**config.mk**
```make
export PLATFORM = sky130hd
export DESIGN_NAME = dialer_ctrl
export DESIGN_NICKNAME = d
export VERILOG_FILES = /design/src/hdl/dialer_pkg.sv /design/src/hdl/key_scanner.sv /design/src/hdl/dialer_ctrl.sv
export VERILOG_INCLUDE_DIRS = /design/src /design/src/hdl
export SDC_FILE = /design/constraint.sdc
export NUM_CORES = 1
export LEC_CHECK = 0
export BUFFER_PORTS_ARGS = -buffer_cell sky130_fd_sc_hd__buf_2
export CAP_MARGIN = 20
export CORE_MARGIN = 2
export CORE_UTILIZATION = 40
export CTS_CLUSTER_SIZE = 16
export DETAILED_ROUTE_END_ITERATION = 8
export PLACE_DENSITY = 0.52
export SLEW_MARGIN = 5
export SYNTH_ARGS = -nofsm -noshare
export SYNTH_HDL_FRONTEND = slang
export SYNTH_SLANG_ARGS = --single-unit
```
**constraint.sdc**
```tcl
create_clock -name i_clk -period 5.95 [get_ports i_clk]
set_input_delay 0.2975 -clock i_clk [delete_from_list [all_inputs] [get_ports i_clk]]
set_output_delay 0.2975 -clock i_clk [all_outputs]
set_load 0.01 [all_outputs]
```
**src/hdl/dialer_defines.svh**
```systemverilog
// Purpose: timing counts and constants of the pulse/tone dialer control
// Assumes: i_clk at 125 MHz stands in for the crystal reference
// Notes: tick, scan and pacifier half-period times in microseconds, others in ms; cycle counts derived from the clock rate
// Functional notes
// - all timing comes from one reference clock, nominally 3.579545 MHz crystal
// - tone symbol is one row plus one column frequency
// - 500 Hz feedback tone after accepted key, ends by 30 ms or release
// - pulse mode: every key beeps; tone mode: only function keys beep
// - mute is open drain, released when idle, pulled low when muting
// - tone mode: mute on at key press until sequence finished
// - pulse mode: mute during each digit, off in interdigit gaps
// - flash: mute asserted 40 ms before line break
// - hook input high on-hook; any transition reinitialises and restores mode
// - flash gives a single 560 ms line-break pulse
// - keypad pulled high on-hook; off-hook rows and columns scanned alternately
// - key valid after 32 ms debounce is stored; signalling starts 40 ms after closure (code starts it right after the debounce accept)
// - redial buffer has 28 entries and wraps over earliest ones
// - redial key replays the stored buffer
// - pause entry stored, inserts a 1.15 to 2.50 s wait when dialled
// - function key waits: pause pulse 1.84/2.50, tone 1.15/1.20, mode 1.15/1.85
// - first entry when all earlier input sent; auto in redial or while busy (code picks auto only in redial or with later entries still queued)
// - after flash, keys ignored until 560 ms break is signalled
// - first non-flash key after flash starts a new number in the buffer
// - stored flashes replay as delays without break pulses
// - tone redial keeps mute asserted through flash delays
// - star in pulse mode switches to tone one way; later stars send star tone
// - manual tone: presses up to 32 ms ignored, min 75 ms tone, else press minus debounce
// - tone redial: 75 ms tone, 50 ms gaps
// - mode select high means tone, low means pulse, at reset and off-hook
// - pulse digits at 10 pps: 60 ms break, 40 ms make, 740 ms gap
`ifndef DIALER_DEFINES_SVH
`define DIALER_DEFINES_SVH
`define CLK_MHZ          125
`define US2CYC(us)       ((us) * `CLK_MHZ)
`define XTAL_HZ          3579545
`define ROW_FREQ_DHZ     {16'd6991, 16'd7662, 16'd8474, 16'd9480}
`define COL_FREQ_DHZ     {16'd12159, 16'd13317, 16'd14719}
`define T_TICK_US        1000
`define TICK_CYC         (`US2CYC(`T_TICK_US))
`define T_SCAN_US        2000
`define SCAN_CYC         (`US2CYC(`T_SCAN_US))
`define T_PACI_HALF_US   1000
`define PACI_HALF_CYC    (`US2CYC(`T_PACI_HALF_US))
`define T_DEBOUNCE_MS    32
`define T_PACI_MS        30
`define T_PRESIG_MS      40
`define T_MUTE_LEAD_MS   40
`define T_FLASH_MS       560
`define T_TONE_MS        75
`define T_GAP_MS         50
`define T_BREAK_MS       60
`define T_MAKE_MS        40
`define T_IDP_MS         740
`define T_PAUSE_MS       1100
`define T_PAUSE_PF_MS    1840
`define T_PAUSE_PA_MS    2500
`define T_PAUSE_TF_MS    1150
`define T_PAUSE_TA_MS    1200
`define T_SOFT_F_MS      1150
`define T_SOFT_A_MS      1850
`define BUF_DEPTH        28
`define KEY_STAR         4'h0A
`define KEY_HASH         4'h0B
`define KEY_FLASH        4'h0C
`define KEY_SOFT         4'h0D
`define KEY_PAUSE        4'h0E
`define KEY_REDIAL       4'h0F
`endif

```
**src/hdl/dialer_pkg.sv**
```systemverilog
// Purpose: shared types of the dialer control
// Assumes: nothing
// Notes: constants live in dialer_defines.svh
package dialer_pkg;
  typedef logic [3:0] key_t;
  typedef struct packed {
    logic [3:0] row;
    logic [2:0] col;
  } tone_pair_s;
  typedef struct packed {
    logic valid;
    key_t code;
  } key_ev_s;
  typedef enum logic [2:0] {S_IDLE, S_LEAD, S_TONE, S_GAP, S_BREAK, S_MAKE, S_WAIT,
                            S_FLASH} seq_e;
endpackage : dialer_pkg

```
**src/hdl/key_scanner.sv**
```systemverilog
// Purpose: alternating row/column keypad scan with 32 ms debounce
// Assumes: keypad inputs synchronous, low when a key connects
// Notes: emits accept pulse, holds key code and press status
`include "dialer_defines.svh"
`timescale 1ns/100ps
module key_scanner (
  input  wire logic            i_clk,
  input  wire logic            i_rst,
  input  wire logic            i_on_hook,
  input  wire logic            i_ms_tick,
  input  wire logic [3:0]      i_row_in,
  input  wire logic [3:0]      i_col_in,
  output logic      [3:0]      o_row_drv,
  output logic      [3:0]      o_col_drv,
  output logic                 o_closed,
  output logic                 o_accept,
  output dialer_pkg::key_ev_s  o_key
);
  logic        phase_r;
  logic [1:0]  scan_cnt_r;
  logic [3:0]  row_seen_r;
  logic [3:0]  col_seen_r;
  logic [5:0]  db_cnt_r;
  logic        done_r;

  function automatic logic one_hot4(input logic [3:0] v);
    one_hot4 = (v != 4'h0) && ((v & (v - 4'h1)) == 4'h0);
  endfunction : one_hot4

  function automatic dialer_pkg::key_t encode(input logic [3:0] r, input logic [3:0] c);
    logic [1:0] ri;
    logic [1:0] ci;
    ri = r[0] ? 2'd0 : r[1] ? 2'd1 : r[2] ? 2'd2 : 2'd3;
    ci = c[0] ? 2'd0 : c[1] ? 2'd1 : c[2] ? 2'd2 : 2'd3;
    if (ci == 2'd3) begin
      encode = (ri == 2'd0) ? `KEY_FLASH : (ri == 2'd1) ? `KEY_SOFT :
               (ri == 2'd2) ? `KEY_PAUSE : `KEY_REDIAL;
    end else if (ri == 2'd3) begin
      encode = (ci == 2'd0) ? `KEY_STAR : (ci == 2'd1) ? 4'h0 : `KEY_HASH;
    end else begin
      encode = 4'({2'b00, ri} * 4'd3 + {2'b00, ci} + 4'd1);
    end
  endfunction : encode

  // on-hook all lines high; off-hook one group driven high per phase
  always_comb begin
    o_row_drv = (i_on_hook || !phase_r) ? 4'hF : 4'h0;
    o_col_drv = (i_on_hook || phase_r) ? 4'hF : 4'h0;
  end

  always_ff @(posedge i_clk) begin
    if (i_rst || i_on_hook) begin
      phase_r    <= 1'b0;
      scan_cnt_r <= '0;
      row_seen_r <= '0;
      col_seen_r <= '0;
    end else if (i_ms_tick) begin
      // the group driven high this phase is the one a contact pulls low
      if (scan_cnt_r == 2'(`T_SCAN_US / `T_TICK_US - 1)) begin
        scan_cnt_r <= '0;
        phase_r    <= ~phase_r;
        if (phase_r) col_seen_r <= ~i_col_in;
        else row_seen_r <= ~i_row_in;
      end else begin
        scan_cnt_r <= scan_cnt_r + 2'h1;
      end
    end
  end

  assign o_closed = (row_seen_r != 4'h0) && (col_seen_r != 4'h0);

  // debounce: sample again after 32 ms of closure
  always_ff @(posedge i_clk) begin
    if (i_rst || i_on_hook || !o_closed) begin
      db_cnt_r <= '0;
      done_r   <= 1'b0;
      o_accept <= 1'b0;
      o_key    <= '0;
    end else begin
      o_accept <= 1'b0;
      if (i_ms_tick && !done_r) begin
        if (db_cnt_r == 6'(`T_DEBOUNCE_MS - 1)) begin
          done_r <= 1'b1;
          if (one_hot4(row_seen_r) && one_hot4(col_seen_r)) begin
            o_accept   <= 1'b1;
            o_key.valid <= 1'b1;
            o_key.code <= encode(row_seen_r, col_seen_r);
          end
        end else begin
          db_cnt_r <= db_cnt_r + 6'h01;
        end
      end
    end
  end
endmodule : key_scanner

```
**src/hdl/dialer_ctrl.sv**
```systemverilog
// Purpose: pulse/tone dialer sequencing, redial memory, mute, break and pacifier
// Assumes: i_clk 125 MHz stands in for the crystal; inputs synchronous
// Notes: tone synthesis itself is outside; o_tone carries the row/column pair
`include "dialer_defines.svh"
`timescale 1ns/100ps
module dialer_ctrl #(
  parameter int TICK_CYCLES = `TICK_CYC
) (
  input  wire logic               i_clk,
  input  wire logic               i_rst,
  input  wire logic               i_hook,
  input  wire logic               i_mode_tone,
  input  wire logic [3:0]         i_row_in,
  input  wire logic [3:0]         i_col_in,
  output logic      [3:0]         o_row_drv,
  output logic      [3:0]         o_col_drv,
  output logic                    o_mute_in,
  output logic                    o_mute_out,
  output logic                    o_mute_oe,
  output logic                    o_break_in,
  output logic                    o_break_out,
  output logic                    o_break_oe,
  output logic                    o_pacifier,
  output logic                    o_tone_on,
  output dialer_pkg::tone_pair_s  o_tone
);
  logic                  tick_r;
  logic [16:0]           tick_cnt_r;
  logic                  hook_r;
  logic                  reinit;
  logic                  closed;
  logic                  accept;
  dialer_pkg::key_ev_s   key;
  dialer_pkg::key_t      mem_r [`BUF_DEPTH];
  logic [4:0]            wr_r;
  logic [4:0]            len_r;
  logic [4:0]            rd_r;
  logic [4:0]            pend_r;
  logic                  redial_r;
  logic                  new_num_r;
  logic                  tone_mode_r;
  dialer_pkg::seq_e      st_r;
  logic [11:0]           tmr_r;
  logic [3:0]            pulses_r;
  dialer_pkg::key_t      cur_r;
  logic                  held_r;
  logic [5:0]            paci_ms_r;
  logic [16:0]           paci_cnt_r;
  logic                  mute_r;
  logic                  brk_r;
  logic                  busy;
  dialer_pkg::key_t      next_key;
  logic                  take;

  assign o_mute_in  = 1'b1;
  assign o_break_in = 1'b1;

  function automatic logic [4:0] wrap_inc(input logic [4:0] v);
    wrap_inc = (v == 5'(`BUF_DEPTH - 1)) ? 5'h00 : v + 5'h01;
  endfunction : wrap_inc

  // keys 1..9,0,*,#: row/column pair by keypad position
  function automatic dialer_pkg::tone_pair_s pair_of(input dialer_pkg::key_t k);
    logic [3:0] idx;
    idx = (k == 4'h0) ? 4'd10 : (k == `KEY_STAR) ? 4'd9 : (k == `KEY_HASH) ? 4'd11 : k - 4'h1;
    pair_of.row = 4'h1 << (idx / 4'd3);
    pair_of.col = 3'(3'h1 << (idx % 4'd3));
  endfunction : pair_of

  // ms tick from the single clock
  // every later time, scan and pacifier included, counts this tick
  always_ff @(posedge i_clk) begin
    if (i_rst || tick_cnt_r == 17'(TICK_CYCLES - 1)) tick_cnt_r <= '0;
    else tick_cnt_r <= tick_cnt_r + 17'h0_0001;
    tick_r <= !i_rst && tick_cnt_r == 17'(TICK_CYCLES - 1);
  end

  always_ff @(posedge i_clk) begin
    hook_r <= i_rst ? 1'b1 : i_hook;
  end
  assign reinit = i_rst || (hook_r != i_hook);

  key_scanner u_scan (
    .i_clk     (i_clk),
    .i_rst     (reinit),
    .i_on_hook (i_hook),
    .i_ms_tick (tick_r),
    .i_row_in  (i_row_in),
    .i_col_in  (i_col_in),
    .o_row_drv (o_row_drv),
    .o_col_drv (o_col_drv),
    .o_closed  (closed),
    .o_accept  (accept),
    .o_key     (key)
  );

  assign busy = (st_r != dialer_pkg::S_IDLE) || (pend_r != 5'h00);
  assign next_key = mem_r[rd_r];
  // a fresh accept goes first so queue count and read index stay in step
  assign take = (st_r == dialer_pkg::S_IDLE) && (pend_r != 5'h00) && !accept;

  // mode register: default from mode pin, one-way switch by star
  always_ff @(posedge i_clk) begin
    if (reinit) tone_mode_r <= i_mode_tone;
    else if (take && next_key == `KEY_SOFT)
      tone_mode_r <= 1'b1;
  end

  // redial memory; flash ignore window, new number after flash
  always_ff @(posedge i_clk) begin
    if (reinit) begin
      wr_r      <= '0;
      len_r     <= '0;
      pend_r    <= '0;
      rd_r      <= '0;
      redial_r  <= 1'b0;
      new_num_r <= 1'b0;
      for (int i = 0; i < `BUF_DEPTH; i++) mem_r[i] <= '0;
    end else begin
      if (accept && !(st_r inside {dialer_pkg::S_LEAD, dialer_pkg::S_FLASH})) begin
        if (key.code == `KEY_REDIAL) begin
          if (!busy && len_r != 5'h00) begin
            rd_r     <= '0;
            pend_r   <= len_r;
            redial_r <= 1'b1;
          end
        end else begin
          logic [3:0] c;
          c = (key.code == `KEY_STAR && !tone_mode_r) ? `KEY_SOFT : key.code;
          if (new_num_r && c != `KEY_FLASH) begin
            mem_r[0]  <= c;
            wr_r      <= 5'h01;
            len_r     <= 5'h01;
            rd_r      <= '0;
            pend_r    <= 5'h01;
            new_num_r <= 1'b0;
          end else begin
            mem_r[wr_r] <= c;
            wr_r        <= wrap_inc(wr_r);
            if (len_r != 5'(`BUF_DEPTH)) len_r <= len_r + 5'h01;
            if (!busy) rd_r <= wr_r;
            pend_r <= busy ? pend_r + 5'h01 : 5'h01;
            if (!busy) redial_r <= 1'b0;
          end
        end
      end
      if (take) begin
        rd_r   <= wrap_inc(rd_r);
        pend_r <= pend_r - 5'h01;
        if (next_key == `KEY_FLASH && !redial_r) new_num_r <= 1'b1;
      end
    end
  end

  // sequencer: tone, pulse, pause, softswitch and flash timing
  always_ff @(posedge i_clk) begin
    if (reinit) begin
      st_r     <= dialer_pkg::S_IDLE;
      tmr_r    <= '0;
      pulses_r <= '0;
      cur_r    <= '0;
      held_r   <= 1'b0;
    end else if (st_r == dialer_pkg::S_IDLE) begin
      if (take) begin
        logic auto;
        auto   = redial_r || pend_r > 5'h01;
        cur_r  <= next_key;
        held_r <= !redial_r;
        tmr_r  <= '0;
        unique case (next_key)
          `KEY_PAUSE: begin
            st_r  <= dialer_pkg::S_WAIT;
            tmr_r <= 12'(tone_mode_r ? (auto ? `T_PAUSE_TA_MS : `T_PAUSE_TF_MS)
                                     : (auto ? `T_PAUSE_PA_MS : `T_PAUSE_PF_MS));
          end
          `KEY_SOFT: begin
            st_r  <= dialer_pkg::S_WAIT;
            tmr_r <= 12'(auto ? `T_SOFT_A_MS : `T_SOFT_F_MS);
          end
          `KEY_FLASH: begin
            // redial replays flash as a delay only
            st_r  <= redial_r ? dialer_pkg::S_WAIT : dialer_pkg::S_LEAD;
            tmr_r <= 12'(redial_r ? `T_FLASH_MS : `T_MUTE_LEAD_MS);
          end
          default: begin
            st_r     <= tone_mode_r ? dialer_pkg::S_TONE : dialer_pkg::S_BREAK;
            tmr_r    <= 12'(tone_mode_r ? `T_TONE_MS : `T_BREAK_MS);
            pulses_r <= (next_key == 4'h0) ? 4'd10 : next_key;
          end
        endcase
      end
    end else if (tick_r) begin
      if (!closed) held_r <= 1'b0;
      if (tmr_r > 12'h001) tmr_r <= tmr_r - 12'h001;
      unique case (st_r)
        dialer_pkg::S_LEAD: if (tmr_r <= 12'h001) begin
          st_r  <= dialer_pkg::S_FLASH;
          tmr_r <= 12'(`T_FLASH_MS);
        end
        dialer_pkg::S_TONE: if (tmr_r <= 12'h001 && !(held_r && closed)) begin
          st_r  <= dialer_pkg::S_GAP;
          tmr_r <= 12'(`T_GAP_MS);
        end
        dialer_pkg::S_BREAK: if (tmr_r <= 12'h001) begin
          st_r     <= dialer_pkg::S_MAKE;
          tmr_r    <= 12'(`T_MAKE_MS);
          pulses_r <= pulses_r - 4'h1;
        end
        dialer_pkg::S_MAKE: if (tmr_r <= 12'h001) begin
          st_r  <= (pulses_r == 4'h0) ? dialer_pkg::S_WAIT : dialer_pkg::S_BREAK;
          tmr_r <= 12'((pulses_r == 4'h0) ? `T_IDP_MS : `T_BREAK_MS);
        end
        default: if (tmr_r <= 12'h001) st_r <= dialer_pkg::S_IDLE;
      endcase
    end
  end

  // mute and break outputs
  always_ff @(posedge i_clk) begin
    if (reinit) begin
      mute_r <= 1'b0;
      brk_r  <= 1'b0;
    end else begin
      brk_r <= (st_r == dialer_pkg::S_FLASH) || (st_r == dialer_pkg::S_BREAK);
      if (tone_mode_r)
        mute_r <= closed || busy;
      else
        mute_r <= st_r inside {dialer_pkg::S_BREAK, dialer_pkg::S_MAKE, dialer_pkg::S_LEAD,
                               dialer_pkg::S_FLASH};
    end
  end
  assign o_mute_out  = 1'b0;
  assign o_mute_oe   = mute_r;
  assign o_break_out = 1'b0;
  assign o_break_oe  = brk_r;

  // tone output pair
  always_ff @(posedge i_clk) begin
    if (reinit) begin
      o_tone_on <= 1'b0;
      o_tone    <= '0;
    end else begin
      o_tone_on <= st_r == dialer_pkg::S_TONE;
      o_tone    <= pair_of(cur_r);
    end
  end

  // pacifier tone: 500 Hz for up to 30 ms after accept
  always_ff @(posedge i_clk) begin
    if (reinit || !closed) begin
      paci_ms_r  <= '0;
      paci_cnt_r <= '0;
      o_pacifier <= 1'b0;
    end else if (accept && (!tone_mode_r || key.code >= `KEY_FLASH)) begin
      paci_ms_r  <= 6'(`T_PACI_MS);
      paci_cnt_r <= '0;
    end else if (paci_ms_r != 6'h00) begin
      if (tick_r) begin
        paci_ms_r <= paci_ms_r - 6'h01;
        if (paci_cnt_r == 17'(`T_PACI_HALF_US / `T_TICK_US - 1)) begin
          paci_cnt_r <= '0;
          o_pacifier <= ~o_pacifier;
        end else begin
          paci_cnt_r <= paci_cnt_r + 17'h0_0001;
        end
      end
    end else begin
      o_pacifier <= 1'b0;
    end
  end

  flash_break_a: assert property (@(posedge i_clk) disable iff (reinit)
    st_r == dialer_pkg::S_FLASH |=> o_break_oe)
    else $error("break not driven during flash");
  lead_mute_a: assert property (@(posedge i_clk) disable iff (reinit)
    st_r == dialer_pkg::S_LEAD |=> o_mute_oe && !o_break_oe)
    else $error("mute lead before break wrong");
  pulse_mute_a: assert property (@(posedge i_clk) disable iff (reinit)
    !tone_mode_r && st_r == dialer_pkg::S_IDLE && !$past(busy) |=> !o_mute_oe)
    else $error("mute in pulse gap");
  tone_mute_a: assert property (@(posedge i_clk) disable iff (reinit)
    tone_mode_r && busy |=> o_mute_oe)
    else $error("tone mute dropped while busy");
  paci_off_a: assert property (@(posedge i_clk) disable iff (reinit)
    !closed |=> !o_pacifier)
    else $error("pacifier after release");
  tone_hold_a: assert property (@(posedge i_clk) disable iff (reinit)
    st_r == dialer_pkg::S_TONE |=> o_tone_on)
    else $error("tone output missing");
  redial_nobreak_a: assert property (@(posedge i_clk) disable iff (reinit)
    redial_r && take && next_key == `KEY_FLASH
    |=> st_r == dialer_pkg::S_WAIT)
    else $error("redial flash broke line");
  wrap_a: assert property (@(posedge i_clk) disable iff (reinit)
    len_r <= 5'(`BUF_DEPTH))
    else $error("buffer length overrun");
  flash_c: cover property (@(posedge i_clk) st_r == dialer_pkg::S_FLASH);
  pulse_c: cover property (@(posedge i_clk) st_r == dialer_pkg::S_MAKE);
  redial_c: cover property (@(posedge i_clk) redial_r && st_r == dialer_pkg::S_TONE);
endmodule : dialer_ctrl

```
Word level (Yosys, flattened, before mapping)
Memories as Yosys holds them, arrays and structs flattened. A register that Yosys moved wholly into a read port is not among the register bits.
Cells that the tools add are included.
{"block": "classes", "addsub": 17, "mul": 1, "div": 2, "magnitude_cmp": 4, "n_eq_ne": 39, "shift": 2, "muxes": 116, "bitwise": 11, "reduce_logical": 89}
{"cell": "two-way mux 12 bit", "count": 10}
{"cell": "two-way mux 5 bit", "count": 23}
{"cell": "two-way mux 4 bit", "count": 21}
{"cell": "case mux 12 bit (4 select lines)", "count": 1}
{"cell": "two-way mux 1 bit", "count": 36}
{"cell": "case mux 12 bit (3 select lines)", "count": 1}
{"cell": "adder 17 x 1 -> 17 bit (second input constant)", "count": 2}
{"cell": "two-way mux 10 bit", "count": 3}
{"cell": "two-way mux 3 bit", "count": 10}
{"cell": "equality test 4 bit (second input constant)", "count": 7}
{"cell": "AND reduction 3 bit", "count": 7}
{"cell": "adder 5 x 1 -> 5 bit (second input constant)", "count": 4}
{"cell": "logical NOT 4 bit", "count": 5}
{"cell": "AND reduction 2 bit", "count": 9}
{"cell": "nonzero test 2 bit", "count": 9}
{"cell": "equality test 17 bit (second input constant)", "count": 1}
{"cell": "logical AND 1 bit", "count": 17}
{"cell": "logical NOT 17 bit", "count": 1}
{"cell": "two-way mux 17 bit", "count": 1}
{"cell": "subtractor 4 x 1 -> 4 bit (second input constant)", "count": 4}
{"cell": "> comparator 12 x 1 -> 1 bit (second input constant)", "count": 1}
{"cell": "less-or-equal comparator 12 x 1 -> 1 bit (second input constant)", "count": 1}
{"cell": "logical OR 1 bit", "count": 12}
{"cell": "two-way mux 2 bit", "count": 6}
{"cell": "other kinds (50)", "count": 89}
{"block": "word_totals", "register_bits": 123, "ram_bits": 112, "in_bits": 12, "out_inout_bits": 23, "word_cells": 314, "memories": 1}
{"name": "mem_r", "words": 28, "word_bits": 4, "read_ports": 1, "rd_clocked_by_memory_dff": 1, "write_ports": 28, "line_no": "dialer_ctrl.sv:34", "text": "dialer_pkg::key_t mem_r [`BUF_DEPTH];"}

Logic depth before layout (Yosys ltp)
{"block": "depth", "word_depth": 12, "ltp_mapped": 15, "depth_no_buf": 15}

By module
A second synthesis with hierarchy kept.
{"block": "unflattened", "hier_cells": 1290, "area_unflattened_um2": 12996.2}
{"mod": "dialer_ctrl", "n_inst": 1, "cells_per_inst": 1153, "area_each_um2": 11747.5, "seq_area_each_um2": 5955.7}
{"mod": "key_scanner", "n_inst": 1, "cells_per_inst": 137, "area_each_um2": 1248.7, "seq_area_each_um2": 480.5}

Worst setup path after synthesis
OpenSTA, ideal clock, no wires.
{"block": "synth_path", "kind": "flip-flop to flip-flop", "startpoint": "reg cur_r[0]", "endpoint": "reg o_tone[2] (netlist bit)", "setup_time_ns": 0.080, "arrival_ns": 3.265, "path_slack_ns": 2.606, "path_stages_with_launch": 12, "path_buffers": 0, "period_less_slack_ns": 3.344, "path_cell_list": "dfxtp_1 -> inv_1 -> ha_1 -> o21ai_0 -> a31oi_1 -> a2111oi_0 -> nor3_1 -> or2_2 -> ha_1 -> a21oi_1 -> mux2_2 -> nor3b_1"}
{"block": "synth_between", "elab_chain_cells": 6, "word_cells_on_any_way": 9, "cone_classes": "add/sub: 1; div: 1; eq/ne: 2; shift: 1; mux: 3; reduce/logical: 1"}
{"item": "start, declared", "line_no": "dialer_ctrl.sv:45", "text": "dialer_pkg::key_t cur_r;"}
{"item": "start signal, assigned", "line_no": "dialer_ctrl.sv:167", "text": "cur_r <= next_key;"}
{"item": "subtractor 4 x 1 -> 4 bit or equality test 4 bit (tied branches)"}
{"item": "two-way mux 4 bit (2 in a row)", "line_no": "dialer_ctrl.sv:65", "text": "idx = (k == 4'h0) ? 4'd10 : (k == `KEY_STAR) ? 4'd9 : (k == `KEY_HASH) ? 4'd11 : k - 4'h1;"}
{"item": "two-way mux 4 bit *", "line_no": "dialer_ctrl.sv:65"}
{"item": "remainder unit 4 x 2 -> 4 bit *", "line_no": "dialer_ctrl.sv:67", "text": "pair_of.col = 3'(3'h1 << (idx % 4'd3));"}
{"item": "left shift 1 x 4 -> 3 bit *", "line_no": "dialer_ctrl.sv:67"}
{"item": "end signal, assigned", "line_no": "dialer_ctrl.sv:244", "text": "o_tone <= pair_of(cur_r);"}
{"item": "end, declared", "line_no": "dialer_ctrl.sv:25", "text": "output dialer_pkg::tone_pair_s o_tone"}
Every way passes the cells marked *; elsewhere a longest branch is shown, timed or not.
A chain may end at the register's enable or synchronous reset.

==> flow_metrics.tcl <==
set metrics [dict create \
    diodes 0 \
    die_area_sq_um 34100 \
    grt_pass1_vias 9264 \
    fin_skew_ns 0.0299 \
    routed_wl_microns 31500 \
    synth_ff_type "edfxtp_1" \
    cts_resized 0 \
    critPathMaxStageDelay_ns 0.88 \
    htreeDepth 1 \
    clk_latency_ns 0.57 \
    initial_core_util 0.404 \
    clk_pin_slew_worst_paths_ns 0.06 \
    worstMarginPinSlew_ns 0.914 \
    synth-seq-area-share 0.491 \
    hold_end "tone_mode_r" \
    ys_types 72 \
    fp.coreArea_sq_um 32400 \
    crit_fanout 17 \
    setup_viol 0 \
    placed_area_sq_um 13600 \
    hold_violations 0 \
    cp_slowest_cell "dfxtp_1" \
    final_util 0.457 \
    cp_data_arrival_time_ns 4.12 \
    post-cts-setup-buffers 0 \
    io_pins 35 \
    gr-total-overflow 0 \
    cp-start-kind "flop" \
    cp_common_cell "mux4_2" \
    synth.most_common_cell "nor2_1" \
    power_frac_clock 0.414 \
    pwr_density_cell_nw_per_um2 330 \
    critical_path_class "reg -> reg" \
    vias 9534 \
    switchingPower_mw 1.37 \
    cts_made_buffers 30 \
    drt_first_pass_iters 5 \
    antenna_found_initial 0 \
    yosys.area.top_type "edfxtp_1" \
    clock.fmax_ghz 0.274 \
    hold_path_depth 2 \
    synth.top_cell.area_share 0.296 \
    die_h_microns 185 \
    ys_warn_count 0 \
    worstHoldStart "i_mode_tone" \
    swShare 0.282 \
    setup_tns_ns 0 \
    clk_path_buf_depth 3 \
    power.share.sequential 0.413 \
    holdWs_ns 0.0396 \
    portBuffers 30 \
    hpwl_microns 21600 \
    grtUsageTotal 0.189 \
    syn_area_per_cell_sq_um 10.0 \
    syn_to_final_growth_pct 13.3 \
    crit_buf_inv 1 \
    synthTopCellsByCount "nor2_1 (235), edfxtp_1 (129), dfxtp_1 (127)" \
    peakVddDrop_uv 188 \
    timing.rr.end "tmr_r[4]" \
    vias_per_cell 5.34 \
    fin_crit_sh 0.613 \
    place_congestion 0.820 \
    cp-end-kind "flop" \
    relSlewSlack 0.386 \
    fp-row-count 66 \
    cts_root_buf "clkbuf_16" \
    ff2ff_setup_slack_ns 2.30 \
    postCtsHoldBufs 10 \
    drive_gt1_frac 0.114 \
    synthCells 1307 \
    final_area_sq_um 14800 \
    grt_pass1_wl_microns 50900 \
    clock-sinks 256 \
    leakagePower_nw 5.15 \
    synth_area_leaders "edfxtp_1 (30%), dfxtp_1 (19%), nor2_1 (6.8%)" \
    cts_tree "yes" \
    synth-seq-cells 256 \
    p_comb_frac 0.173 \
    drt-met1-wl_microns 14600 \
    syn_area_sq_um 13100 \
    period_minus_slack_ns 3.65 \
    wire_per_inst_microns 17.7 \
    wl_met3_microns 1210 \
    grt_max_degree 38 \
    crit_family "multiplexers" \
    drv_slew 0 \
    r2r_cells 8 \
    hp-class "in -> reg" \
    fp.dieW_microns 185 \
    antenna_left 0 \
    drt_iter0_markers 707 \
    drc 0 \
    status "finished, final reports clean" \
    cp_cell_sequence "buf_4, mux4_2, mux4_2, mux2_4, a211oi_4, nor2_2, or4_1, a21oi_1" \
    rsz0062_at_grt "false" \
    dr_wl_met2_microns 15000 \
    cp.required_ns 6.42 \
    synth-async-reset-ratio 0 \
    synth_edf_count 129 \
    final_nets 1370 \
    dr.max_layer_used "met4" \
    maxCapViolCount 0 \
    p_int_mw 3.51 \
]
-- how the worst max path moves through the flow --
| stage | startpoint | endpoint | slack [ns] | cells after the start |
|---|---|---|---|---|
| finish | flop | tmr_r[4] | 2.30 | 8 |
| global route | flop | tmr_r[0] | 2.04 | 7 |
| CTS | flop | tmr_r[4] | 2.07 | 7 |
| detailed placement | cur_r[0] | o_tone[2] | 2.12 | 11 |
| global placement | flop | tmr_r[0] | 2.18 | 6 |
| floorplan | cur_r[0] | o_tone[2] | 2.61 | 11 |
-- power by group through the flow --
stage               logic (mW)  clock network, mW  registers [mW]
detailed placement       0.827                  0            2.05
global route             0.943               2.15            2.02
finish                   0.845               2.02            2.01
global placement         0.835                  0            2.05
CTS                      0.839               2.07            2.01
floorplan                0.653                  0            2.01
-- through the flow --
stage | power (mW) | cells | setup slack, ns
finish | 4.88 | 1786 | 2.30
global route | 5.11 | 1786 | 2.04
CTS | 4.92 | 1784 | 2.07
detailed placement | 2.88 | 1718 | 2.12
global placement | 2.89 | 1717 | 2.18
floorplan | 2.66 | 1309 | 2.61
-- layout by cell type, fill, tap and decap left out, types with 11 or more instances in the layout --
| cell | Yosys | layout |
|---|---|---|
| nand2_1 | 113 | 113 |
| a21oi_1 | 59 | 59 |
| nor2_1 | 235 | 235 |
| nand3_1 | 47 | 47 |
| edfxtp_1 | 129 | 129 |
| a211oi_1 | 23 | 23 |
| mux4_2 | 31 | 31 |
| xnor2_1 | 24 | 24 |
| ha_1 | 36 | 36 |
| inv_1 | 48 | 48 |
| buf_4 | 10 | 11 |
| nor4_1 | 12 | 12 |
| nor3b_1 | 14 | 14 |
| dfxtp_1 | 127 | 126 |
| o21ai_0 | 53 | 53 |
| xor2_1 | 35 | 35 |
| nand4_1 | 13 | 13 |
| nand2b_1 | 15 | 15 |
| buf_2 | 1 | 30 |
| clkbuf_16 | 0 | 33 |
| a31oi_1 | 13 | 13 |
| and3_1 | 12 | 12 |
| nor3_1 | 28 | 26 |
-- layer usage --
metal / GRT usage / up-vias
met1: 0.257 / 4554
li1: - / 4736
met2: 0.314 / 194
met3: 0.0283 / 50
met4: 0.0524 / 0
met5: 0 / -
-- layout make-up --
| class | instances | area, sq um |
|---|---|---|
| Fill cell | 3083 | 17600 |
| Multi-Input combinational cell | 930 | 6160 |
| Timing Repair Buffer | 54 | 377 |
| Inverter | 48 | 180 |
| Tap cell | 442 | 553 |
| Sequential cell | 256 | 6420 |
| Clock buffer | 40 | 882 |
| Clock inverter | 16 | 235 |
-- sequential cells by signal, summed over array words and instances, names as in the netlist, 5 cells and up, named ones only --
| signal | cells |
|---|---|
| tick_cnt_r | 17 |
| o_tone | 7 |
| len_r | 5 |
| paci_cnt_r | 17 |
| u_scan.db_cnt_r | 6 |
| pend_r | 5 |
| tmr_r | 12 |
| paci_ms_r | 6 |
| mem_r | 128 |
| rd_r | 5 |
| wr_r | 5 |
-- cells by family (layout without fill, tap and decap cells) --
group                      count (synthesis)  after routing  share of synthesized area
AOI/OAI and AO/OA                        217            217                      0.106
xor gates and xnor gates                  59             59                     0.0395
adders and majority gates                 40             40                     0.0391
buffers and inverters                    123            158                     0.0414
DFF                                      256            256                      0.491
muxes                                     53             53                     0.0830
other                                      2              4                   0.000575
and+or+nand+nor                          557            557                      0.199
No activity file was read; power rests on OpenSTA's default activity.
